[config.mk]
export PLATFORM = sky130hd
export DESIGN_NAME = bcmpc_pin_ctrl
export DESIGN_NICKNAME = d
export VERILOG_FILES = /design/src/hw/bcmpc_pkg.sv /design/src/hw/bcmpc_pin_ctrl.sv
export VERILOG_INCLUDE_DIRS = /design/src /design/src/hw
export SDC_FILE = /design/constraint.sdc
export NUM_CORES = 1
export LEC_CHECK = 0
export ABC_AREA = 1
export BUFFER_PORTS_ARGS = -buffer_cell sky130_fd_sc_hd__buf_2
export CAP_MARGIN = 20
export CORE_AREA = 2 2 218 220
export DETAILED_ROUTE_END_ITERATION = 10
export DIE_AREA = 0 0 220 222
export PLACE_DENSITY = 0.55
export SKIP_CTS_REPAIR_TIMING = 1
export SKIP_LAST_GASP = 1
export SLEW_MARGIN = 20
export SYNTH_ARGS = -nofsm -noshare
export SYNTH_HDL_FRONTEND = slang
export SYNTH_SLANG_ARGS = --single-unit
[constraint.sdc]
create_clock -name REF_CLK -period 1.4 [get_ports REF_CLK]
set_input_delay 0.14 -clock REF_CLK [delete_from_list [all_inputs] [get_ports REF_CLK]]
set_output_delay 0.14 -clock REF_CLK [all_outputs]
set_load 0.01 [all_outputs]
[src/hw/bcmpc_consts.svh]
// Constants for the battery cell monitor pin control block
`ifndef BCMPC_CONSTS_SVH
`define BCMPC_CONSTS_SVH
`define BCMPC_CLK_KHZ          200000
`define BCMPC_WDT_TIMEOUT_MS   2500
`define BCMPC_WDT_CYCLES       (`BCMPC_WDT_TIMEOUT_MS * `BCMPC_CLK_KHZ)
`define BCMPC_CELL_COUNT       12
`define BCMPC_ADC_WIDTH        12
`define BCMPC_NUM_CH           14
`define BCMPC_CH_TEMP1         4'hC
`define BCMPC_CH_TEMP2         4'hD
`define BCMPC_GPIO_CFG_RST     2'h3
`define BCMPC_SYNC_W           12
`define BCMPC_SI_SCK           0
`define BCMPC_SI_CS_N          1
`define BCMPC_SI_MM_N          2
`define BCMPC_SI_TOS           3
`define BCMPC_SI_ADDR          4
`define BCMPC_SI_GP1           8
`define BCMPC_SI_GP2           9
`define BCMPC_SI_WDT           10
`define BCMPC_SI_SPARE         11
`endif

[src/hw/bcmpc_pkg.sv]
// Types shared by the battery cell monitor pin control block
`include "bcmpc_consts.svh"
package bcmpc_pkg;
    typedef logic [`BCMPC_ADC_WIDTH-1:0] bcmpc_word_t;
    typedef enum logic [1:0] {
        CV_IDLE,
        CV_START,
        CV_WAIT
    } bcmpc_conv_state_t;
endpackage : bcmpc_pkg

[src/hw/bcmpc_pin_ctrl.sv]
// Pin control, watchdog and conversion sequencing of the battery cell monitor
`include "bcmpc_consts.svh"
// Summary of operation
// - Assert watchdog when serial clock stays idle for 2.5 seconds.
// - Asserted watchdog pulls its pin low outside monitor mode and restores configuration defaults.
// - Watchdog pin only sinks low, never drives high.
// - With monitor-mode input high, general pins act as ordinary I/O.
// - General pin configuration bit 0 turns on the pull-down.
// - General pin configuration bit 1 leaves the pin floating.
// - Reading general pin bits returns pin levels; written 0 reads 0.
// - Monitor mode while the active-low monitor-mode input is low.
// - In monitor mode general and watchdog pins are cell-count inputs.
// - Bus address comes from four strapped address inputs.
// - Top-of-stack strap changes serial output behaviour in polling mode.
// - Serial output is open-drain only; outside party pulls it up.
// - Discharge switches change only by host configuration writes or a watchdog clear.
// - Open-wire conversion enables test currents for every cell conversion.
// - Normal cell conversion keeps test currents off.
// - Up to 12 cells go one by one to a single 12-bit converter.
// - Two temperature inputs are converted and kept in result registers.
// - Act on configuration writes and conversion commands only with the own address; serial output drive ignores the address.
module bcmpc_pin_ctrl
    import bcmpc_pkg::*;
#(
    parameter int unsigned WDT_CYCLES = `BCMPC_WDT_CYCLES,
    parameter int unsigned CELLS      = `BCMPC_CELL_COUNT
) (
    input  wire logic              REF_CLK,
    input  wire logic              RESET_N,
    input  wire logic              SERIAL_CLOCK_IN,
    input  wire logic              CHIP_SELECT_IN_N,
    input  wire logic              MONITOR_MODE_SEL_N,
    input  wire logic              TOP_OF_STACK_SEL,
    input  wire logic              ADDR_STRAP_BIT0,
    input  wire logic              ADDR_STRAP_BIT1,
    input  wire logic              ADDR_STRAP_BIT2,
    input  wire logic              ADDR_STRAP_BIT3,
    input  wire logic              SERIAL_DATA_OUT_OD_I,
    output logic                   SERIAL_DATA_OUT_OD_O,
    output logic                   SERIAL_DATA_OUT_OD_OE,
    input  wire logic              WATCHDOG_OUT_N_I,
    output logic                   WATCHDOG_OUT_N_O,
    output logic                   WATCHDOG_OUT_N_OE,
    input  wire logic              GENERAL_PIN_ONE_I,
    output logic                   GENERAL_PIN_ONE_O,
    output logic                   GENERAL_PIN_ONE_OE,
    input  wire logic              GENERAL_PIN_TWO_I,
    output logic                   GENERAL_PIN_TWO_O,
    output logic                   GENERAL_PIN_TWO_OE,
    input  wire logic [3:0]        CMD_ADDR,
    input  wire logic              CFG_WR,
    input  wire logic [1:0]        CFG_GPIO_WDATA,
    input  wire logic [CELLS-1:0]  CFG_DISCHARGE_WDATA,
    input  wire logic              NORMAL_CELL_CONVERT_CMD,
    input  wire logic              OPEN_WIRE_CONVERT_CMD,
    input  wire logic              TEMP_CONVERT_CMD,
    input  wire logic              POLL_MODE,
    input  wire logic              SDO_BIT,
    input  wire logic              ADC_DONE,
    input  wire bcmpc_word_t       ADC_DATA,
    input  wire logic [3:0]        RD_IDX,
    output logic [CELLS-1:0]       DISCHARGE_EN,
    output logic [1:0]             GPIO_READBACK,
    output logic                   MONITOR_MODE,
    output logic [2:0]             CELL_COUNT_SEL,
    output logic [3:0]             DEVICE_ADDR,
    output logic                   ADDR_MATCH,
    output logic                   WATCHDOG_ACTIVE,
    output logic                   CONV_BUSY,
    output logic                   ADC_START,
    output logic [3:0]             MUX_SEL,
    output logic                   TEST_CURRENT_EN,
    output bcmpc_word_t            RD_DATA
);

    localparam logic [31:0] WDT_LAST  = 32'(WDT_CYCLES - 1);
    localparam logic [3:0]  LAST_CELL = 4'(CELLS - 1);

    logic [`BCMPC_SYNC_W-1:0] async_in;
    logic [`BCMPC_SYNC_W-1:0] sync1_r;
    logic [`BCMPC_SYNC_W-1:0] sync2_r;
    logic                     sck_d_r;
    logic                     sck_edge;
    logic                     mm;
    logic                     cs_act;
    logic                     match;

    // The watchdog and general pins are read back too; the pad level is what counts
    assign async_in = {1'b0, WATCHDOG_OUT_N_I, GENERAL_PIN_TWO_I, GENERAL_PIN_ONE_I,
                       ADDR_STRAP_BIT3, ADDR_STRAP_BIT2, ADDR_STRAP_BIT1, ADDR_STRAP_BIT0,
                       TOP_OF_STACK_SEL, MONITOR_MODE_SEL_N, CHIP_SELECT_IN_N,
                       SERIAL_CLOCK_IN};

    for (genvar gi = 0; gi < `BCMPC_SYNC_W; gi++) begin : g_sync
        always_ff @(posedge REF_CLK or negedge RESET_N) begin
            if (!RESET_N) begin
                sync1_r[gi] <= 1'b1;
                sync2_r[gi] <= 1'b1;
            end else begin
                sync1_r[gi] <= async_in[gi];
                sync2_r[gi] <= sync1_r[gi];
            end
        end
    end

    assign sck_edge = sync2_r[`BCMPC_SI_SCK] ^ sck_d_r;
    assign mm       = ~sync2_r[`BCMPC_SI_MM_N];
    assign cs_act   = ~sync2_r[`BCMPC_SI_CS_N];
    assign match    = (CMD_ADDR == DEVICE_ADDR);

    // Watchdog and configuration state
    logic [31:0]      wdt_cnt_r;
    logic [31:0]      wdt_cnt_nxt;
    logic             wdt_act_nxt;
    logic [1:0]       gpio_cfg_r;
    logic [1:0]       gpio_cfg_nxt;
    logic [CELLS-1:0] dis_nxt;

    always_comb begin
        wdt_cnt_nxt  = wdt_cnt_r;
        wdt_act_nxt  = WATCHDOG_ACTIVE;
        gpio_cfg_nxt = gpio_cfg_r;
        dis_nxt      = DISCHARGE_EN;
        if (sck_edge) begin
            wdt_cnt_nxt = 32'h0000_0000;
            wdt_act_nxt = 1'b0;
        end else if (wdt_cnt_r == WDT_LAST) begin
            wdt_act_nxt = 1'b1;
        end else begin
            wdt_cnt_nxt = wdt_cnt_r + 32'h0000_0001;
        end
        // Watchdog holds the defaults and beats any write while it stays asserted
        if (WATCHDOG_ACTIVE) begin
            gpio_cfg_nxt = `BCMPC_GPIO_CFG_RST;
            dis_nxt      = '0;
        end else if (CFG_WR && match) begin
            gpio_cfg_nxt = CFG_GPIO_WDATA;
            dis_nxt      = CFG_DISCHARGE_WDATA;
        end
    end

    always_ff @(posedge REF_CLK or negedge RESET_N) begin
        if (!RESET_N) begin
            sck_d_r         <= 1'b1;
            wdt_cnt_r       <= 32'h0000_0000;
            WATCHDOG_ACTIVE <= 1'b0;
            gpio_cfg_r      <= `BCMPC_GPIO_CFG_RST;
            DISCHARGE_EN    <= '0;
        end else begin
            sck_d_r         <= sync2_r[`BCMPC_SI_SCK];
            wdt_cnt_r       <= wdt_cnt_nxt;
            WATCHDOG_ACTIVE <= wdt_act_nxt;
            gpio_cfg_r      <= gpio_cfg_nxt;
            DISCHARGE_EN    <= dis_nxt;
        end
    end

    // Conversion sequencer
    bcmpc_conv_state_t st_r;
    bcmpc_conv_state_t st_nxt;
    logic [3:0]        chan_nxt;
    logic [3:0]        last_r;
    logic [3:0]        last_nxt;
    logic              ow_r;
    logic              ow_nxt;
    bcmpc_word_t       res_r   [`BCMPC_NUM_CH];
    bcmpc_word_t       res_nxt [`BCMPC_NUM_CH];

    always_comb begin
        st_nxt   = st_r;
        chan_nxt = MUX_SEL;
        last_nxt = last_r;
        ow_nxt   = ow_r;
        res_nxt  = res_r;
        case (st_r)
            CV_IDLE: begin
                // Open-wire wins over normal, normal over temperature
                if (match && (OPEN_WIRE_CONVERT_CMD || NORMAL_CELL_CONVERT_CMD)) begin
                    st_nxt   = CV_START;
                    chan_nxt = 4'h0;
                    last_nxt = LAST_CELL;
                    ow_nxt   = OPEN_WIRE_CONVERT_CMD;
                end else if (match && TEMP_CONVERT_CMD) begin
                    st_nxt   = CV_START;
                    chan_nxt = `BCMPC_CH_TEMP1;
                    last_nxt = `BCMPC_CH_TEMP2;
                    ow_nxt   = 1'b0;
                end
            end
            CV_START: begin
                st_nxt = CV_WAIT;
            end
            CV_WAIT: begin
                if (ADC_DONE) begin
                    res_nxt[MUX_SEL] = ADC_DATA;
                    if (MUX_SEL == last_r) begin
                        st_nxt = CV_IDLE;
                        ow_nxt = 1'b0;
                    end else begin
                        st_nxt   = CV_START;
                        chan_nxt = MUX_SEL + 4'h1;
                    end
                end
            end
            default: begin
                st_nxt = CV_IDLE;
                ow_nxt = 1'b0;
            end
        endcase
    end

    always_ff @(posedge REF_CLK or negedge RESET_N) begin
        if (!RESET_N) begin
            st_r            <= CV_IDLE;
            MUX_SEL         <= 4'h0;
            last_r          <= 4'h0;
            ow_r            <= 1'b0;
            CONV_BUSY       <= 1'b0;
            ADC_START       <= 1'b0;
            TEST_CURRENT_EN <= 1'b0;
            for (int i = 0; i < `BCMPC_NUM_CH; i++) begin
                res_r[i] <= '0;
            end
        end else begin
            st_r            <= st_nxt;
            MUX_SEL         <= chan_nxt;
            last_r          <= last_nxt;
            ow_r            <= ow_nxt;
            CONV_BUSY       <= (st_nxt != CV_IDLE);
            ADC_START       <= (st_nxt == CV_START);
            TEST_CURRENT_EN <= ow_nxt && (st_nxt != CV_IDLE);
            res_r           <= res_nxt;
        end
    end

    // Pin drivers and status outputs
    logic        poll_tog_r;
    logic        poll_tog_nxt;
    logic        sdo_oe_nxt;
    bcmpc_word_t rd_nxt;

    always_comb begin
        poll_tog_nxt = poll_tog_r;
        if (!CONV_BUSY) begin
            poll_tog_nxt = 1'b0;
        end else if (sck_edge) begin
            poll_tog_nxt = ~poll_tog_r;
        end
        // Line is only ever pulled low; a high level needs the outside pull-up
        if (!cs_act) begin
            sdo_oe_nxt = 1'b0;
        end else if (POLL_MODE) begin
            sdo_oe_nxt = sync2_r[`BCMPC_SI_TOS] ? CONV_BUSY : poll_tog_nxt;
        end else begin
            sdo_oe_nxt = ~SDO_BIT;
        end
        rd_nxt = (RD_IDX < 4'(`BCMPC_NUM_CH)) ? res_r[RD_IDX] : '0;
    end

    always_ff @(posedge REF_CLK or negedge RESET_N) begin
        if (!RESET_N) begin
            poll_tog_r            <= 1'b0;
            SERIAL_DATA_OUT_OD_OE <= 1'b0;
            WATCHDOG_OUT_N_OE     <= 1'b0;
            GENERAL_PIN_ONE_OE    <= 1'b0;
            GENERAL_PIN_TWO_OE    <= 1'b0;
            GPIO_READBACK         <= 2'h0;
            MONITOR_MODE          <= 1'b0;
            CELL_COUNT_SEL        <= 3'h0;
            DEVICE_ADDR           <= 4'h0;
            ADDR_MATCH            <= 1'b0;
            RD_DATA               <= '0;
        end else begin
            poll_tog_r            <= poll_tog_nxt;
            SERIAL_DATA_OUT_OD_OE <= sdo_oe_nxt;
            WATCHDOG_OUT_N_OE     <= wdt_act_nxt && !mm;
            GENERAL_PIN_ONE_OE    <= !mm && !gpio_cfg_nxt[0];
            GENERAL_PIN_TWO_OE    <= !mm && !gpio_cfg_nxt[1];
            // Masking with the setting hides the synchroniser lag on a driven-low pin
            GPIO_READBACK         <= sync2_r[`BCMPC_SI_GP2:`BCMPC_SI_GP1] & gpio_cfg_r;
            MONITOR_MODE          <= mm;
            CELL_COUNT_SEL        <= mm ? sync2_r[`BCMPC_SI_WDT:`BCMPC_SI_GP1] : 3'h0;
            // Straps are re-sampled continuously, so they settle after reset
            DEVICE_ADDR           <= sync2_r[`BCMPC_SI_ADDR+3:`BCMPC_SI_ADDR];
            ADDR_MATCH            <= match;
            RD_DATA               <= rd_nxt;
        end
    end

    // Open-drain pads: the output value is always low, only the enable moves
    assign SERIAL_DATA_OUT_OD_O = 1'b0;
    assign WATCHDOG_OUT_N_O     = 1'b0;
    assign GENERAL_PIN_ONE_O    = 1'b0;
    assign GENERAL_PIN_TWO_O    = 1'b0;
endmodule : bcmpc_pin_ctrl

==> results by group <==
Power and ir drop
  – Worst IR drop on VDD: 0.919 mV
  – Switching pwr: 0.00905 W
  – Sequential share of power: 0.432
  – Logic pwr share: 0.285
  – Leakage power: 8.80 nW
  – Switching fraction of total power: 0.328
  – PwrDens: 1530 mW/mm2
  – Clock network power share: 0.283
  – Internal power: 0.0185 W

Clock tree
  – CTS buffer count: 29
  – Clk_lat worst skew: 570 ps
  – Root Buffer: clkbuf_16
  – CTS tree: built
  – Sink Count: 279
  – Max Root-Sink Buffers: 3
  – Clock Pin Slew Worst Setup and Hold Paths: 60 ps
  – Htree depth: 1

Timing
  – Crit path time final: 1630 ps
  – Fmax: 0.614 GHz
  – Hold_ws: -13.5 ps
  – Worst-margin pin slew: 558 ps
  – Fin. Hold Viols: 4
  – Final period utilization: 1.16
  – Final setup fails: 224
  – Clk_skew: 9.37 ps
  – Worst setup margin: -229 ps
  – Relative slew slack: 0.626
  – Max Slew Vio Count: 0
  – RSZ-0062 raised after global routing: yes

GRT
  – GRT overflow: 0
  – Initial antenna violation count: 1
  – Vias in the first global route: 10600
  – Grt met2 use: 0.248
  – Total Routing Usage GR: 0.147
  – Largest net degree at the start of global routing: 58
  – M3 GR Usage: 0.0162
  – Met1 Usage GRT: 0.196
  – Most used routing layer: met2
  – First-pass GRT wire length: 57600 um

Critical path
  – R2r worst-path depth: 10
  – CP Class: reg -> reg
  – Crit path arrival time: 2070 ps
  – Worst Setup End Kind: register
  – Critical Path Source Type: register
  – Max FO, Critical Path: 7
  – WP data required: 1840 ps

Floorplanning
  – Rows: 79
  – Chip width: 220 um
  – Starting density of the core: 0.279
  – # IOs: 106
  – Core area: 0.0463 mm2
  – Die Y: 222 um
  – Die area: 0.0488 mm2

Routing
  – Final wirelength: 41500 um
  – # DRC: 0
  – Vias/cell: 4.65
  – Antenna Nets Post-Route: 0
  – WL/cell: 16.6 um
  – First-pass DRT Iterations: 5
  – DRT iter0 DRCs: 934
  – Vias: 11600

Status
  – Failing checks: negative hold slack, negative setup slack
  – Status: complete, but fails checks

Yosys
  – Yosys warning count: 0
  – Synth Register Bits: 279
  – Synth area leader: dfrtp_1
  – Top cells by area, synth: dfrtp_1 (49%), nand2_1 (12%), o21ai_0 (7.4%)
  – Syn Area/Cell: 8.12 um2
  – Yosys cell types: 35
  – Sequential area share after synthesis: 0.543
  – Netlist Area Pre-Place: 0.0129 mm2
  – Cell count after synthesis: 1591
  – Top cell type's share of synthesized area: 0.492

Finish
  – Final nets: 1927
  – Post-Layout Inst Area: 0.0180 mm2
  – Layout cells sized above 1: 0.291
  – Synth-to-Final Area Change: 39.6%

Place
  – Post-DP Area: 0.0152 mm2
  – Dpl hpwl: 24700 um
  – Gpl congestion: 0.882
  – I/O Buffers: 100

Hold path
  – Hold-critical path depth: 5
  – Worst Hold Class: in -> reg

Run
  – Maxcap violations: 0
final timing paths:
| check | slack (ps) | start | to |
|---|---|---|---|
| min in group asynchronous | 40 | RESET_N | RD_DATA[4] |
| worst min-delay path | -10 | NORMAL_CELL_CONVERT_CMD | last_r[1] |
| worst max-delay path | -230 | DEVICE_ADDR[2] | DISCHARGE_EN[5] |
| worst max register to register | -230 | DEVICE_ADDR[2] | DISCHARGE_EN[5] |
| max in group asynchronous | 670 | RESET_N | sync2_r[6] |
| worst min register to register | 350 | sync1_r[9] | sync2_r[9] |
power by group through the flow:
stage | clock network, W | registers (W) | logic (W)
floorplan | 0 | 0.0119 | 0.00413
global placement | 0 | 0.0119 | 0.00671
detailed placement | 0 | 0.0120 | 0.00689
CTS | 0.00798 | 0.0119 | 0.00694
global route | 0.00833 | 0.0122 | 0.00879
finish | 0.00782 | 0.0119 | 0.00786
synthesized netlist by cell type:
cell type and count:
o21ai_0 192, nand3b_1 1, a21oi_1 88, clkinv_1 2
inv_2 5, nand3_1 89, nand2_2 5, buf_1 6
inv_4 1, xor2_1 8, nor3_1 16, nand2_1 399
clkbuf_1 34, o31ai_1 4, nor2_2 6, ha_1 5
buf_4 6, nand4_1 8, conb_1 1, nor2_8 1
a31oi_1 1, dfstp_2 25, o21ai_1 88, or2_2 2
a21boi_0 1, nor2_4 2, nor3_4 8, xnor2_1 1
nor3_2 1, dfrtp_1 254, nor2_1 80, inv_1 210
buf_2 38, o21bai_1 1, clkbuf_2 2
kinds of logic (layout without fill, tap and decap cells):
group | Yosys count | after routing | share of synthesized area
simple gates | 618 | 619 | 0.205
compound gates | 375 | 375 | 0.147
buf+inv | 304 | 598 | 0.0942
flops | 279 | 279 | 0.543
xor+xnor | 9 | 9 | 0.00610
fa+ha+maj | 5 | 5 | 0.00484
other cells | 1 | 5 | 0.000290
final cells by class:
cell class              instances  area, um2
repair buffers                326       3000
fillers                      4577      28200
inverters                     218        840
well taps                     607        759
clock buffers                  40        827
diodes                          1       2.50
repair inverters                1       7.51
flip-flops and latches        279       7020
multi-input cells            1012       5450
clock inverters                13        124
cells in the final DEF (no fill, tap or decap), types with 29 or more instances in the layout:
cell	count
nand3_1	76
a21oi_1	88
nand2_2	47
o21ai_2	29
buf_2	98
inv_1	200
buf_4	118
dfrtp_1	248
clkbuf_16	39
nand2_1	330
buf_12	33
o21ai_0	176
dlygate4sd3_1	39
o21ai_1	75
nor2_1	61
worst max-delay path, cell delays in order, from the launching register on:
cell and delay [ps]:
dfrtp_1 370, inv_1 50, nand2_1 60, nand2_2 70, nor2_4 140, nand2_4 90, nor2_4 210, buf_4 160
clkinvlp_4 160, nand3_1 120, nand2_1 80
per-layer routing:
metal,vias up,share of wire
met5,-,0
met4,0,0.031
met3,76,0.047
met2,325,0.48
met1,5591,0.44
li1,5619,-
metrics by stage:
step | utilization | setup TNS [ps] | std cells | power [W] | setup slack (ps)
6_report | 0.390 | -23610 | 2497 | 0.0276 | -229
5_1_grt | 0.390 | -49870 | 2497 | 0.0293 | -353
4_1_cts | 0.350 | -23980 | 2410 | 0.0268 | -326
3_5_place_dp | 0.329 | -19070 | 2357 | 0.0189 | -302
3_3_place_gp | 0.329 | -9850 | 2357 | 0.0187 | -232
2_1_floorplan | - | -1140 | 1594 | 0.0160 | -21.5
flip-flops by register name (all words and copies together), names as in the netlist, 2 cells and up:
name            count
res_r             168
MUX_SEL             4
DEVICE_ADDR         4
gpio_cfg_r          2
wdt_cnt_r          32
CELL_COUNT_SEL      3
last_r              3
sync1_r            11
sync2_r            11
RD_DATA            12
DISCHARGE_EN       12
GPIO_READBACK       2
st_r                2
(Power assumes the default switching activity.)
